`src/hw/kcsb_defs.vh`:
```
// Purpose: Constants for the keyboard command and scan buffer block
// Assumes: Included by every design file of the block
// Notes:   Times are in microseconds; cycle counts derive from them
`ifndef KCSB_DEFS_VH
`define KCSB_DEFS_VH

// ----------------------------------------
// Host command bytes
// ----------------------------------------
`define KCSB_CMD_LEDS     8'hED
`define KCSB_CMD_ECHO     8'hEE
`define KCSB_CMD_BAD0     8'hEF
`define KCSB_CMD_SETSEL   8'hF0
`define KCSB_CMD_BAD1     8'hF1
`define KCSB_CMD_IDENT    8'hF2
`define KCSB_CMD_RATE     8'hF3
`define KCSB_CMD_ENABLE   8'hF4
`define KCSB_CMD_DEFDIS   8'hF5
`define KCSB_CMD_DEFAULT  8'hF6
`define KCSB_CMD_ALL_LO   8'hF7
`define KCSB_CMD_TYPE_HI  8'hFD
`define KCSB_CMD_RESEND   8'hFE
`define KCSB_CMD_RESET    8'hFF

// ----------------------------------------
// Device response bytes and option byte values
// ----------------------------------------
`define KCSB_RSP_ACK      8'hFA
`define KCSB_RSP_PASS     8'hAA
`define KCSB_RSP_FAIL     8'hFC
`define KCSB_RSP_ECHO     8'hEE
`define KCSB_RSP_RESEND   8'hFE
`define KCSB_OVR_SET1     8'hFF
`define KCSB_OVR_SET23    8'h00
`define KCSB_OPT_QUERY    8'h00
`define KCSB_OPT_SET_MAX  8'h03

// ----------------------------------------
// Defaults and field positions
// ----------------------------------------
`define KCSB_RATE_DEF     7'h2B
`define KCSB_SET_DEF      2'h2
`define KCSB_SET_ONE      2'h1
`define KCSB_DELAY_MSB    6
`define KCSB_DELAY_LSB    5
`define KCSB_EXP_MSB      4
`define KCSB_EXP_LSB      3
`define KCSB_MANT_MSB     2
`define KCSB_MANT_BASE    32'h8

// ----------------------------------------
// Control states
// ----------------------------------------
`define KCSB_ST_POR       3'h0
`define KCSB_ST_BIST      3'h1
`define KCSB_ST_RUN       3'h2
`define KCSB_ST_OPT       3'h3
`define KCSB_ST_RSTW      3'h4

`endif

```
`src/hw/kcsb_fifo.v`:
```
// Purpose: Scan-code byte queue taking up to three bytes per cycle
// Assumes: Writer never pushes more than the free space
// Notes:   Lane 0 is the oldest byte of a push
`timescale 1ns/1ps
`include "kcsb_defs.vh"

module kcsb_fifo #(
  parameter WIDTH = 8,
  parameter DEPTH = 16,
  parameter AW    = 4
) (
  input  wire               clk,
  input  wire               rst_n,
  input  wire               flush,
  input  wire [3*WIDTH-1:0] wrData,
  input  wire [1:0]         wrCnt,
  input  wire               rdEn,
  output wire [WIDTH-1:0]   rdData,
  output wire               empty,
  output wire [AW:0]        count
);

  reg  [WIDTH-1:0] mem [0:DEPTH-1];
  reg  [AW-1:0]    rdPtr_reg;
  reg  [AW-1:0]    wrPtr_reg;
  reg  [AW:0]      count_reg;
  wire [AW-1:0]    laneAddr [0:2];
  wire [2:0]       laneEn;
  integer          i;

  // ----------------------------------------
  // Lane addresses
  // ----------------------------------------
  genvar g;
  generate
    for (g = 0; g < 3; g = g + 1) begin : gLane
      localparam [AW-1:0] LANE_OFS = g;
      localparam [1:0]    LANE_NUM = g;
      assign laneAddr[g] = wrPtr_reg + LANE_OFS;
      assign laneEn[g]   = (wrCnt > LANE_NUM);
    end
  endgenerate

  always @(posedge clk) begin
    for (i = 0; i < 3; i = i + 1) begin
      if (laneEn[i] && !flush) begin
        mem[laneAddr[i]] <= wrData[i*WIDTH +: WIDTH];
      end
    end
  end

  // ----------------------------------------
  // Pointers and fill level
  // ----------------------------------------
  always @(posedge clk or negedge rst_n) begin
    if (!rst_n) begin
      rdPtr_reg <= {AW{1'b0}};
      wrPtr_reg <= {AW{1'b0}};
      count_reg <= {(AW+1){1'b0}};
    end else if (flush) begin
      rdPtr_reg <= {AW{1'b0}};
      wrPtr_reg <= {AW{1'b0}};
      count_reg <= {(AW+1){1'b0}};
    end else begin
      wrPtr_reg <= wrPtr_reg + {{(AW-2){1'b0}}, wrCnt};
      rdPtr_reg <= rdPtr_reg + {{(AW-1){1'b0}}, (rdEn && !empty)};
      count_reg <= count_reg + {{(AW-1){1'b0}}, wrCnt}
                 - {{AW{1'b0}}, (rdEn && !empty)};
    end
  end

  assign rdData = mem[rdPtr_reg];
  assign empty  = (count_reg == {(AW+1){1'b0}});
  assign count  = count_reg;

endmodule // kcsb_fifo

```
`src/hw/kcsb_keyboard_cmd.v`:
```
// Purpose: Keyboard scan queue, typematic, self-test and command logic
// Assumes: Byte transceiver on clk; key events from scan logic on clk
// Notes:   Link clock/data pins only watched for reset acceptance
`timescale 1ns/1ps
`include "kcsb_defs.vh"

// Function
// - Sixteen-byte queue; overflow stores overrun code, drops keys until overrun code sent
// - Command responses bypass the scan-code queue
// - Multi-byte keystroke queued only if it fits, else discarded with overrun
// - Non-pause keys send make on press and break on release
// - Held key repeats after programmable delay at programmable rate
// - Only the last pressed key repeats; stops when it is released
// - While transmission inhibited, held key queues only its first make
// - Power-on reset phase lasts between 150 ms and 2 s
// - Self-test ignores the link, lights LEDs, lasts 300 to 500 ms
// - Pass sends AA and scans; fail sends error code and stays disabled
// - Completion code timing after power-on and after reset command
// - Host command byte encodings ED through FF
// - Commands accepted any time and answered quickly, except during test/reset
// - Default disable acks, flushes, restores default typematic rate (scan set kept), forgets repeat, stops scanning
// - Echo answers EE with no acknowledge, scanning state kept
// - Enable acks, flushes, forgets repeat key, starts scanning
// - EF and F1 answer resend code only, nothing else changes
// - Identify acks, pauses scanning, sends two ID bytes back to back
// - Resend repeats last output, skipping a resend code
// - Reset acks, waits for idle-high link 500 us, then self-test, set 2
// - Set select acks, flushes, takes option byte; 00 reports current set
// - Acknowledge is FA; a new command drops an unsent acknowledge
module kcsb_keyboard_cmd #(
  parameter        CYC_PER_US     = 50,
  parameter        POR_US         = 200000,
  parameter        BIST_US        = 400000,
  parameter        ACCEPT_US      = 500,
  parameter        DELAY_UNIT_US  = 250000,
  parameter        PERIOD_UNIT_US = 4170,
  parameter [15:0] ID_CODE        = 16'h5A12 // Arbitrary value
) (
  input  wire        clk,
  input  wire        rst_n,
  input  wire        keyValid,
  input  wire        keyMake,
  input  wire        keyPause,
  input  wire [7:0]  keyId,
  input  wire [23:0] keySeq,
  input  wire [1:0]  keyLen,
  input  wire        rxValid,
  input  wire [7:0]  rxData,
  output wire        txValid,
  output wire [7:0]  txData,
  input  wire        txReady,
  input  wire        txInhibit,
  input  wire        linkClkIn,
  input  wire        linkDataIn,
  input  wire        bistPass,
  output wire [2:0]  leds,
  output wire        scanEnabled,
  output wire [1:0]  scanSet,
  output wire        selfTestActive
);

  localparam [7:0]  PRE_MAX = CYC_PER_US - 1;
  localparam [19:0] POR_CNT = POR_US;
  localparam [19:0] BIST_CNT = BIST_US;
  localparam [19:0] ACC_CNT = ACCEPT_US;
  localparam [4:0]  DEPTH = 16;

  // ----------------------------------------
  // Link pin synchronisers
  // ----------------------------------------
  reg [2:0] clkSync_reg;
  reg [2:0] dataSync_reg;
  reg       linkIdle_reg;

  always @(posedge clk or negedge rst_n) begin
    if (!rst_n) begin
      clkSync_reg  <= 3'h0;
      dataSync_reg <= 3'h0;
      linkIdle_reg <= 1'b0;
    end else begin
      clkSync_reg  <= {clkSync_reg[1:0], linkClkIn};
      dataSync_reg <= {dataSync_reg[1:0], linkDataIn};
      if (clkSync_reg[2] == clkSync_reg[1] && dataSync_reg[2] == dataSync_reg[1]) begin
        linkIdle_reg <= clkSync_reg[2] & dataSync_reg[2];
      end
    end
  end

  // ----------------------------------------
  // Microsecond tick
  // ----------------------------------------
  reg  [7:0] pre_reg;
  wire       usTick = (pre_reg == PRE_MAX);

  always @(posedge clk or negedge rst_n) begin
    if (!rst_n) begin
      pre_reg <= 8'h00;
    end else begin
      pre_reg <= usTick ? 8'h00 : pre_reg + 8'h01;
    end
  end

  // ----------------------------------------
  // State registers
  // ----------------------------------------
  reg [2:0]  st_reg;
  reg [19:0] stCnt_reg;
  reg        enabled_reg;
  reg [1:0]  set_reg;
  reg [6:0]  rate_reg;
  reg [2:0]  ledState_reg;
  reg [7:0]  optKind_reg;
  reg [23:0] respQ_reg;
  reg [1:0]  respCnt_reg;
  reg        idBusy_reg;
  reg [7:0]  lastOut_reg;
  reg        ovr_reg;
  reg        repValid_reg;
  reg [7:0]  repId_reg;
  reg [23:0] repSeq_reg;
  reg [1:0]  repLen_reg;
  reg [19:0] repCnt_reg;

  // ----------------------------------------
  // Typematic timing from rate byte
  // ----------------------------------------
  wire [31:0] delayUs = ({30'h0, rate_reg[`KCSB_DELAY_MSB:`KCSB_DELAY_LSB]} + 32'h1)
                        * DELAY_UNIT_US;
  wire [31:0] periodUs = ((`KCSB_MANT_BASE + {29'h0, rate_reg[`KCSB_MANT_MSB:0]})
                         << rate_reg[`KCSB_EXP_MSB:`KCSB_EXP_LSB]) * PERIOD_UNIT_US;

  // ----------------------------------------
  // Queue and transmit path
  // ----------------------------------------
  wire       fifoEmpty;
  wire [4:0] fifoCount;
  wire [7:0] fifoData;
  reg        flush;
  reg [23:0] pushData;
  reg [1:0]  pushCnt;
  reg        keyOvr;
  reg [23:0] wantSeq;
  reg [1:0]  wantLen;

  wire [7:0] ovrCode = (set_reg == `KCSB_SET_ONE) ? `KCSB_OVR_SET1 : `KCSB_OVR_SET23;
  wire       respOut = (respCnt_reg != 2'h0);
  wire       scanOn = (st_reg == `KCSB_ST_RUN) && enabled_reg && !idBusy_reg;
  wire       cmdIn = rxValid && (st_reg != `KCSB_ST_POR) && (st_reg != `KCSB_ST_BIST);
  wire       isCmd = (rxData >= `KCSB_CMD_LEDS);
  wire       keyIn = keyValid && scanOn && !(keyPause && !keyMake);
  wire       repFire = repValid_reg && (repCnt_reg == 20'h0) && !txInhibit
                       && scanOn && !keyValid;

  assign txValid = !txInhibit && (respOut || !fifoEmpty || ovr_reg);
  assign txData  = respOut ? respQ_reg[7:0] : (!fifoEmpty ? fifoData : ovrCode);
  wire   txDone  = txValid && txReady;
  wire   fifoRd  = txDone && !respOut && !fifoEmpty;
  wire   ovrSent = txDone && !respOut && fifoEmpty;

  always @* begin
    pushData = 24'h0;
    pushCnt  = 2'h0;
    keyOvr   = 1'b0;
    wantSeq  = keyIn ? keySeq : repSeq_reg;
    wantLen  = keyIn ? keyLen : (repFire ? repLen_reg : 2'h0);
    if (!flush && wantLen != 2'h0 && !ovr_reg) begin
      if ({1'b0, fifoCount} + {4'h0, wantLen} > {1'b0, DEPTH}) begin
        keyOvr = 1'b1;
      end else begin
        pushData = wantSeq;
        pushCnt  = wantLen;
      end
    end
  end

  kcsb_fifo #(
    .WIDTH (8),
    .DEPTH (16),
    .AW    (4)
  ) uFifo (
    .clk    (clk),
    .rst_n  (rst_n),
    .flush  (flush),
    .wrData (pushData),
    .wrCnt  (pushCnt),
    .rdEn   (fifoRd),
    .rdData (fifoData),
    .empty  (fifoEmpty),
    .count  (fifoCount)
  );

  // ----------------------------------------
  // Flush requests from commands and at self-test start
  // ----------------------------------------
  always @* begin
    flush = 1'b0;
    if (cmdIn && isCmd) begin
      if (rxData == `KCSB_CMD_SETSEL || (rxData >= `KCSB_CMD_ENABLE
          && rxData <= `KCSB_CMD_TYPE_HI)) begin
        flush = 1'b1;
      end
    end else if (st_reg == `KCSB_ST_BIST && stCnt_reg == 20'h0) begin
      flush = 1'b1;
    end
  end

  // ----------------------------------------
  // Control sequencer and command interpreter
  // ----------------------------------------
  always @(posedge clk or negedge rst_n) begin
    if (!rst_n) begin
      st_reg       <= `KCSB_ST_POR;
      stCnt_reg    <= 20'h0;
      enabled_reg  <= 1'b0;
      set_reg      <= `KCSB_SET_DEF;
      rate_reg     <= `KCSB_RATE_DEF;
      ledState_reg <= 3'h0;
      optKind_reg  <= 8'h00;
      respQ_reg    <= 24'h0;
      respCnt_reg  <= 2'h0;
      idBusy_reg   <= 1'b0;
      lastOut_reg  <= 8'h00;
      ovr_reg      <= 1'b0;
      repValid_reg <= 1'b0;
      repId_reg    <= 8'h00;
      repSeq_reg   <= 24'h0;
      repLen_reg   <= 2'h0;
      repCnt_reg   <= 20'h0;
    end else begin
      if (txDone && txData != `KCSB_RSP_RESEND) begin
        lastOut_reg <= txData;
      end
      if (txDone && respOut) begin
        respQ_reg   <= {8'h00, respQ_reg[23:8]};
        respCnt_reg <= respCnt_reg - 2'h1;
      end
      if (!respOut) begin
        idBusy_reg <= 1'b0;
      end
      if (keyOvr) begin
        ovr_reg <= 1'b1;
      end else if (ovrSent || flush) begin
        ovr_reg <= 1'b0;
      end
      // Typematic key tracking
      if (keyIn && keyMake && !keyPause) begin
        repValid_reg <= 1'b1;
        repId_reg    <= keyId;
        repSeq_reg   <= keySeq;
        repLen_reg   <= keyLen;
        repCnt_reg   <= delayUs[19:0];
      end else if (keyIn && !keyMake && keyId == repId_reg) begin
        repValid_reg <= 1'b0;
      end else if (repFire) begin
        repCnt_reg <= periodUs[19:0];
      end else if (usTick && repCnt_reg != 20'h0) begin
        repCnt_reg <= repCnt_reg - 20'h1;
      end
      if (flush) begin
        repValid_reg <= 1'b0;
      end
      case (st_reg)
        `KCSB_ST_POR: begin
          if (usTick) begin
            stCnt_reg <= stCnt_reg + 20'h1;
          end
          if (stCnt_reg >= POR_CNT) begin
            st_reg    <= `KCSB_ST_BIST;
            stCnt_reg <= 20'h0;
          end
        end
        `KCSB_ST_BIST: begin
          enabled_reg <= 1'b0;
          if (usTick) begin
            stCnt_reg <= stCnt_reg + 20'h1;
          end
          if (stCnt_reg == 20'h0) begin
            rate_reg     <= `KCSB_RATE_DEF;
            ledState_reg <= 3'h0;
          end
          if (stCnt_reg >= BIST_CNT) begin
            st_reg      <= `KCSB_ST_RUN;
            stCnt_reg   <= 20'h0;
            set_reg     <= `KCSB_SET_DEF;
            respCnt_reg <= 2'h1;
            enabled_reg <= bistPass;
            respQ_reg   <= {16'h0, bistPass ? `KCSB_RSP_PASS : `KCSB_RSP_FAIL};
          end
        end
        `KCSB_ST_RSTW: begin
          if (!respOut && linkIdle_reg) begin
            if (usTick) begin
              stCnt_reg <= stCnt_reg + 20'h1;
            end
          end else begin
            stCnt_reg <= 20'h0;
          end
          if (stCnt_reg >= ACC_CNT) begin
            st_reg    <= `KCSB_ST_BIST;
            stCnt_reg <= 20'h0;
          end
        end
        default: begin
        end
      endcase
      // Host bytes; a new byte replaces any unsent response
      if (cmdIn) begin
        st_reg      <= `KCSB_ST_RUN;
        stCnt_reg   <= 20'h0;
        respQ_reg   <= {16'h0, `KCSB_RSP_ACK};
        respCnt_reg <= 2'h1;
        if (st_reg == `KCSB_ST_OPT && !isCmd) begin
          if (optKind_reg == `KCSB_CMD_SETSEL) begin
            if (rxData == `KCSB_OPT_QUERY) begin
              respQ_reg   <= {8'h00, 6'h00, set_reg, `KCSB_RSP_ACK};
              respCnt_reg <= 2'h2;
            end else if (rxData <= `KCSB_OPT_SET_MAX) begin
              set_reg <= rxData[1:0];
            end
          end else if (optKind_reg == `KCSB_CMD_RATE) begin
            rate_reg <= rxData[6:0];
          end else begin
            ledState_reg <= rxData[2:0];
          end
        end else begin
          case (rxData)
            `KCSB_CMD_LEDS, `KCSB_CMD_RATE, `KCSB_CMD_SETSEL: begin
              st_reg      <= `KCSB_ST_OPT;
              optKind_reg <= rxData;
            end
            `KCSB_CMD_ECHO: begin
              respQ_reg <= {16'h0, `KCSB_RSP_ECHO};
            end
            `KCSB_CMD_BAD0, `KCSB_CMD_BAD1: begin
              respQ_reg <= {16'h0, `KCSB_RSP_RESEND};
            end
            `KCSB_CMD_IDENT: begin
              respQ_reg   <= {ID_CODE[15:8], ID_CODE[7:0], `KCSB_RSP_ACK};
              respCnt_reg <= 2'h3;
              idBusy_reg  <= 1'b1;
            end
            `KCSB_CMD_ENABLE: begin
              enabled_reg <= 1'b1;
            end
            `KCSB_CMD_DEFDIS: begin
              enabled_reg <= 1'b0;
              rate_reg    <= `KCSB_RATE_DEF;
            end
            `KCSB_CMD_DEFAULT: begin
              rate_reg <= `KCSB_RATE_DEF;
            end
            `KCSB_CMD_RESEND: begin
              respQ_reg <= {16'h0, lastOut_reg};
            end
            `KCSB_CMD_RESET: begin
              enabled_reg <= 1'b0;
              st_reg      <= `KCSB_ST_RSTW;
            end
            default: begin
            end
          endcase
        end
      end
    end
  end

  // ----------------------------------------
  // Status outputs
  // ----------------------------------------
  assign leds           = (st_reg == `KCSB_ST_BIST) ? 3'h7 : ledState_reg;
  assign scanEnabled    = enabled_reg;
  assign scanSet        = set_reg;
  assign selfTestActive = (st_reg == `KCSB_ST_BIST) || (st_reg == `KCSB_ST_POR);

endmodule // kcsb_keyboard_cmd

```
`config.mk`:
```
export PLATFORM = sky130hd
export DESIGN_NAME = kcsb_keyboard_cmd
export DESIGN_NICKNAME = d
export VERILOG_FILES = /design/src/hw/kcsb_fifo.v /design/src/hw/kcsb_keyboard_cmd.v
export VERILOG_INCLUDE_DIRS = /design/src /design/src/hw
export SDC_FILE = /design/constraint.sdc
export NUM_CORES = 1
export LEC_CHECK = 0
export ABC_AREA = 0
export BUFFER_PORTS_ARGS = -buffer_cell sky130_fd_sc_hd__buf_2
export CAP_MARGIN = 20
export CORE_ASPECT_RATIO = 0.7
export CORE_UTILIZATION = 60
export CTS_BUF_LIST = sky130_fd_sc_hd__clkbuf_4 sky130_fd_sc_hd__clkbuf_8 sky130_fd_sc_hd__clkbuf_16
export CTS_CLUSTER_SIZE = 24
export DETAILED_ROUTE_END_ITERATION = 8
export GPL_TIMING_DRIVEN = 0
export PLACE_DENSITY = 0.78
export SETUP_SLACK_MARGIN = 0.15
export SKIP_LAST_GASP = 1
export SYNTH_ARGS = -nofsm -noshare
export SYNTH_HDL_FRONTEND = slang
export SYNTH_HIERARCHICAL = 1
export SYNTH_SLANG_ARGS = --single-unit
```
`constraint.sdc`:
```
create_clock -name clk -period 8.5 [get_ports clk]
set_clock_uncertainty 0.05 [all_clocks]
set_input_delay 0.425 -clock clk [delete_from_list [all_inputs] [get_ports clk]]
set_output_delay 0.425 -clock clk [all_outputs]
set_load 0.005 [all_outputs]
```
==> metrics, run 1 <==
result of the run complete, no violations; Total Die Area 0.0302 mm^2; final count of negative-setup-slack endpoints 0; top cell types by occurrence after synthesis sky130_fd_sc_hd__nand2_1, sky130_fd_sc_hd__dfrtp_1, sky130_fd_sc_hd__edfxtp_1; number of top-level pins 69; worst reg-to-reg path cell count 20; Die X-Extent 207 um; Period Utilization, post-route 0.865; TritonCTS clock tree done; critical path required time 8.68 ns; cell type with the highest aggregate area in the netlist sky130_fd_sc_hd__dfrtp_1; average routed wire per standard cell 26.1 um; Min-Delay Path Class in2reg; Peak supply drop 160 uV; type of the setup path with the least slack reg2reg; wire length of the first global-routing pass 94000 um; main combinational cell family by area after synthesis simple AND/OR/NAND/NOR gates; maximum number of pins on one net before global-route repair 102; clk buf depth 3; cell area after technology mapping 0.0177 mm^2; Post-CTS Repair Setup Buffers 0; Detailed Route Iter0 Violations 2968; Hold Slack 0.00539 ns; part of the Yosys area used for sequential elements 0.447; core region area 0.0290 mm^2; endpoint class of the critical path register; proportion of register bits with asynchronous set or reset after synthesis 0.560; share of synthesized cell area in and, or, nand and nor gates 0.205; number of iterations in the first detailed-routing pass 9; register bit count reported by yosys 291; Setup crit start kind register; Post-Syn Area per Cell 9.32 um^2; count of maximum capacitance violations 0; number of core rows 52; final core utilization 0.680; Hold Path Depth 3; most used flip-flop cell after synthesis sky130_fd_sc_hd__dfrtp_1; aggregate global-route resource usage 0.413; maximum level of the CTS H-tree 1; gate count of the mapped netlist 1902; Max Slew Vio Count 0; area share of the largest cell type after synthesis 0.223; Worst Tran Pin Value 1.49 ns; Worst Path Arrival 7.54 ns; insertion delay to the later sink of the worst-skew pair 0.57 ns; detail-routed via count per cell 6.97; count of clock tree sinks 291; register clock-pin slew on the reported worst setup and hold paths 0.07 ns; PwrDens 196 mW/mm^2; final hold violations 0; maximum fanout along the worst path 10; peak clock frequency supported by timing 136 MHz; most common cell in the netlist sky130_fd_sc_hd__nand2_1; count of different cell masters after synthesis 90; post-synthesis adder-cell area fraction 0.0464; sum of overflow across all layers after global routing 0; via count of the first global-routing pass 15500; Root Buffer sky130_fd_sc_hd__clkbuf_16; static leakage 7.74 nW; remaining max-slew budget at the tightest pin 0.00843; fin crit period 7.35 ns; antenna-violating nets left 0; number of nets in the final layout 2127; XOR/XNOR Fraction of Synth Area 0.0217; fraction of synthesized area in multiplexers 0.0546; Area growth, synth to finish 11.1%; area fraction in compound gates after synthesis 0.182; Port Buffers 66; DRC viols 0; GPL Wtd Cong 1.11; max reg flops 128; number of vias in the routed layout 16800; share of final-layout standard cells stronger than drive strength 1 0.117; hpwl dp 46800 um; routed wire length 63100 um; effective utilization at floorplan 0.612; height of the die 146 um; number of enable-type register cells in the synthesized netlist 128; initial antenna violation count 4; yosys warns 6; setup repair after global routing missed its margin false; number of buffers created by CTS 29; ranking of synthesized cells by area sky130_fd_sc_hd__dfrtp_1, sky130_fd_sc_hd__edfxtp_1, sky130_fd_sc_hd__nand2_1; number of nets in the synthesized netlist 2016; Setup Total Neg Slack 0 ns
[kinds of logic (layout without fill, tap and decap cells)]
logic type               after synthesis  after routing
other                                  1              2
AND/OR/NAND/NOR                      795            795
buffers and inverters                185            319
multiplexers                          55             55
adder cells (fa/ha/maj)               61             61
XOR/XNOR                              44             44
flip-flops                           291            291
AO/OA/AOI/OAI                        470            470
[layer usage]
| metal | share of wire | vias to the layer above | global-route usage |
|---|---|---|---|
| met5 | 0.0011 | - | 0 |
| met4 | 0.027 | 10 | 0.0888 |
| met3 | 0.17 | 192 | 0.188 |
| met2 | 0.38 | 1349 | 0.538 |
| met1 | 0.41 | 8105 | 0.621 |
| li1 | - | 7185 | - |
[cell type report]
type	count	area, um^2
timing repair buffer	80	457
clock buffer	47	928
antenna	1	2.50
sequential	291	7930
multi-input combinational	1426	9050
tap	378	473
fill	2306	9250
buffer	124	518
clock inverter	7	114
inverter	61	229
[final timing paths]
check,end,startpoint,slack [ns]
setup reg to reg,uFifo/mem[5][0]$_DFFE_PP_,repCnt_reg[10]$_DFFE_PN0P_,1.15
hold / removal,repSeq_reg[5]$_DFFE_PN0P_,keySeq[5],0.005
min in group asynchronous,dataSync_reg[2]$_DFF_PN0_,rst_n,0.34
setup / recovery,uFifo/mem[5][0]$_DFFE_PP_,repCnt_reg[10]$_DFFE_PN0P_,1.15
hold reg to reg,dataSync_reg[1]$_DFF_PN0_,dataSync_reg[0]$_DFF_PN0_,0.31
max in group asynchronous,repCnt_reg[3]$_DFFE_PN0P_,rst_n,7.16
[through the flow]
step | setup WS, ns | power, W | cell area [um^2] | instances
6_report | 1.15 | 0.00387 | 19700 | 2415
4_1_cts | 1.45 | 0.00385 | 19700 | 2411
2_1_floorplan | 3.04 | 0.00218 | 17700 | 1902
3_3_place_gp | 1.50 | 0.00242 | 18500 | 2346
3_5_place_dp | 1.53 | 0.00247 | 18600 | 2354
5_1_grt | 0.815 | 0.00401 | 19700 | 2414
[critical path: stages, from the launching register on]
cell and delay [ns]:
sky130_fd_sc_hd__dfrtp_1 0.46, sky130_fd_sc_hd__nor4_1 0.74, sky130_fd_sc_hd__and4b_1 0.28, sky130_fd_sc_hd__and4_1 0.19, sky130_fd_sc_hd__buf_4 0.20, sky130_fd_sc_hd__buf_2 0.29, sky130_fd_sc_hd__a22oi_1 0.18, sky130_fd_sc_hd__fa_1 0.53
sky130_fd_sc_hd__nor2b_1 0.22, sky130_fd_sc_hd__nand3b_1 0.10, sky130_fd_sc_hd__a21oi_1 0.14, sky130_fd_sc_hd__nor3_1 0.08, sky130_fd_sc_hd__nor3_1 0.20, sky130_fd_sc_hd__nand2_1 0.24, sky130_fd_sc_hd__buf_2 0.26, sky130_fd_sc_hd__nor2_1 0.33
sky130_fd_sc_hd__buf_2 0.27, sky130_fd_sc_hd__nor4b_1 0.89, sky130_fd_sc_hd__clkbuf_1 0.55, sky130_fd_sc_hd__nand2_1 0.40, sky130_fd_sc_hd__nand2_1 0.41
[layout by cell type (no fill, tap or decap), types with 33 or more instances in the layout]
| cell type | instances |
|---|---|
| sky130_fd_sc_hd__ha_1 | 53 |
| sky130_fd_sc_hd__nor3_1 | 38 |
| sky130_fd_sc_hd__nor2_1 | 125 |
| sky130_fd_sc_hd__o221ai_1 | 64 |
| sky130_fd_sc_hd__o22ai_1 | 37 |
| sky130_fd_sc_hd__a21o_1 | 44 |
| sky130_fd_sc_hd__clkbuf_1 | 76 |
| sky130_fd_sc_hd__inv_1 | 59 |
| sky130_fd_sc_hd__nand2_1 | 448 |
| sky130_fd_sc_hd__nand3_1 | 33 |
| sky130_fd_sc_hd__buf_2 | 102 |
| sky130_fd_sc_hd__a21oi_1 | 91 |
| sky130_fd_sc_hd__o21ai_0 | 89 |
| sky130_fd_sc_hd__dfrtp_1 | 158 |
| sky130_fd_sc_hd__edfxtp_1 | 128 |
[timing repair]
action	CTS	global route
hold endpoints to repair	63	0
hold buffers	3	0
gates resized for setup	0	0
[where the power goes]
group | internal (W) | switching, W | leakage, nW | total, W
Clock | 0.000837 | 0.000563 | 0.527 | 0.00140
Combinational | 0.000321 | 0.000541 | 4.17 | 0.000862
Sequential | 0.00154 | 0.0000660 | 3.04 | 0.00161
Note: power is estimated with default switching activity, not from simulation.
==> run 2, diff against run 1 <==
CORE_MARGIN = 5   (was unset)
CTS_CLUSTER_SIZE = unset   (was 24)
clock period = 7.07 ns   (was 8.5 ns; I/O delays follow)
==> metrics, run 2 (same netlist as run 1, synthesis figures left out) <==
Slowest-stage cell, CP sky130_fd_sc_hd__nor4b_2; startpoint of the lowest-slack register-to-register path st_reg[0]$_DFFE_PN0P_; antenna-violating nets left 0 (unchanged); most common library cell in the layout ignoring fill and taps sky130_fd_sc_hd__nand2_1; top library cells by usage in the layout, fill and taps aside sky130_fd_sc_hd__nand2_1, sky130_fd_sc_hd__dfrtp_1, sky130_fd_sc_hd__edfxtp_1; peak clock frequency supported by timing 148 MHz (+9.2%); cell type with the highest occurrence count on the critical path sky130_fd_sc_hd__buf_2; Setup crit start st_reg[0]$_DFFE_PN0P_; TritonCTS clock tree done; Max Slew Vio Count 0 (unchanged); aggregate global-route resource usage 0.391 (-0.0223); effective utilization at floorplan 0.611 (-0.00137); share of final-layout standard cells stronger than drive strength 1 0.126 (+0.00881); core region area 0.0290 mm^2 (+0.22%); DRC viols 0 (unchanged); critical path required time 7.33 ns (-1.35 ns); maximum number of pins on one net before global-route repair 98 (-3.9%); count of clock tree sinks 291 (unchanged); count of maximum capacitance violations 0 (unchanged); Total Die Area 0.0331 mm^2 (+9.6%); number of iterations in the first detailed-routing pass 8 (-1); PwrDens 238 mW/mm^2 (+21%); insertion delay to the later sink of the worst-skew pair 0.59 ns (+0.02 ns); endpoint class of the critical path register; Setup crit start kind register; Port Buffers 66 (unchanged); Min-Delay Path Class in2reg; max reg flops 128 (unchanged); static leakage 8.08 nW (+4.4%); height of the die 154 um (+5.5%); via count of the first global-routing pass 16100 (+3.8%); number of nets in the final layout 2183 (+2.6%); Setup Total Neg Slack 0 ns (unchanged); Die X-Extent 215 um (+3.9%); GPL Wtd Cong 1.09 (-1.4%); Worst Tran Pin Value 1.29 ns (-0.197 ns); max incr delay on CP 0.56 ns (-0.33 ns); wire length of the first global-routing pass 99300 um (+5.7%); ant diodes 0 (-1); maximum level of the CTS H-tree 1 (unchanged); clk buf depth 3 (unchanged); average routed wire per standard cell 26.9 um (+3.0%); maximum fanout along the worst path 10 (unchanged); Detailed Route Iter0 Violations 2975 (+0.24%); register clock-pin slew on the reported worst setup and hold paths 0.07 ns (about the same); fin crit period 6.73 ns (-0.620 ns); result of the run complete, no violations; number of buffers created by CTS 29 (unchanged); sum of overflow across all layers after global routing 0 (unchanged); remaining max-slew budget at the tightest pin 0.140 (+0.132); hpwl dp 48100 um (+2.8%); number of core rows 52 (unchanged); Worst Path Arrival 7.00 ns (-0.54 ns); Root Buffer sky130_fd_sc_hd__clkbuf_16; routed wire length 66500 um (+5.4%); final core utilization 0.704 (+0.0234); detail-routed via count per cell 6.96 (-0.14%); type of the setup path with the least slack reg2reg; initial antenna violation count 3 (-1); number of top-level pins 69 (unchanged); setup repair after global routing missed its margin false; Min-Delay Startpoint rxData[5]; Area growth, synth to finish 15.2%; series of cell instances along the critical path clkbuf_1 > nor2_1 > and4_1 > and4_1 > buf_4 > buf_2 > a22oi_1 > fa_1 > nor2b_1 > nand3b_1 > a21oi_1 > nor3_1 > nor3_1 > nand2_1 > buf_2 > nor2_1 > buf_2 > nor4b_2 > clkbuf_1 > nand2_1 > o221ai_1; number of vias in the routed layout 17200 (+2.1%); final hold violations 0 (unchanged); Peak supply drop 218 uV (+37%); Period Utilization, post-route 0.953 (+0.0874); final count of negative-setup-slack endpoints 0 (unchanged)
## run 2: cell count changes in the layout (fill, tap and decap cells not counted), sizes merged
| cell | before | now |
|---|---|---|
| clkbuf | 124 | 110 |
| bufinv | 3 | 11 |
| clkinvlp | 0 | 1 |
| dlygate4sd3 | 3 | 39 |
| clkinv | 5 | 11 |
| buf | 123 | 142 |
| diode | 1 | 0 |
## run 2: metrics by stage
step	hold WS [ns]	cell area, um^2	instances	setup slack, ns	power (W)
finish	0.0617	20400	2470	0.335	0.00485
global route	0.105	20400	2470	0.115	0.00504
CTS	0.0493	20200	2449	0.134	0.00482
detailed placement	0.291	18600	2356	0.0548	0.00296
global placement	0.283	18500	2346	0.0528	0.00292
floorplan	0.00791	17700	1902	1.61	0.00262
## run 2: worst paths after layout
check	depth (start not counted)	endpoint	slack, ns
worst max-delay path	21	uFifo/mem[5][1]$_DFFE_PP_	0.34
worst min-delay path	3	rate_reg[5]$_DFF_PN1_	0.06
worst max register to register	21	uFifo/mem[5][1]$_DFFE_PP_	0.34
worst min register to register	0	dataSync_reg[1]$_DFF_PN0_	0.31
max in group asynchronous	3	repSeq_reg[2]$_DFFE_PN0P_	5.78
min in group asynchronous	2	linkIdle_reg$_DFFE_PN0P_	0.28
## run 2: layer usage
metal / vias to the layer above / GRT usage / routed length (um)
met5: - / 0.0246 / 151
met4: 8 / 0.0886 / 2280
met3: 223 / 0.207 / 11800
met2: 1355 / 0.518 / 25700
met1: 8307 / 0.566 / 26600
li1: 7308 / - / -
## run 2: final cells by class
type | instances | area, um^2
sequential | 291 | 7930
fill | 2169 | 8590
clock buffer | 32 | 748
multi-input combinational | 1426 | 9160
timing repair buffer | 136 | 980
tap | 378 | 473
buffer | 124 | 520
inverter | 61 | 229
clock inverter | 22 | 387
## run 2: critical path, delay by kind of cell, from the launching register on
family          cells  cell delay [ns]
flops               1             0.35
fa+ha+maj           1             0.52
buf+inv             6             1.72
compound gates      3             0.85
simple gates       11             3.00
## run 2: what timing repair did
action                     4_1_cts  5_1_grt
hold endpoints to repair       103        0
hold buffers                    39        0
setup buffers                    0       18
gates resized for setup          1       23
setup endpoints to repair       22      223
pin swaps                        0        5
## run 2: power by group
group | total, W | internal [W] | switching [W]
Combinational | 0.00106 | 0.000398 | 0.000663
Sequential | 0.00193 | 0.00185 | 0.0000746
Clock | 0.00186 | 0.00116 | 0.000702
Total | 0.00485 | 0.00341 | 0.00144
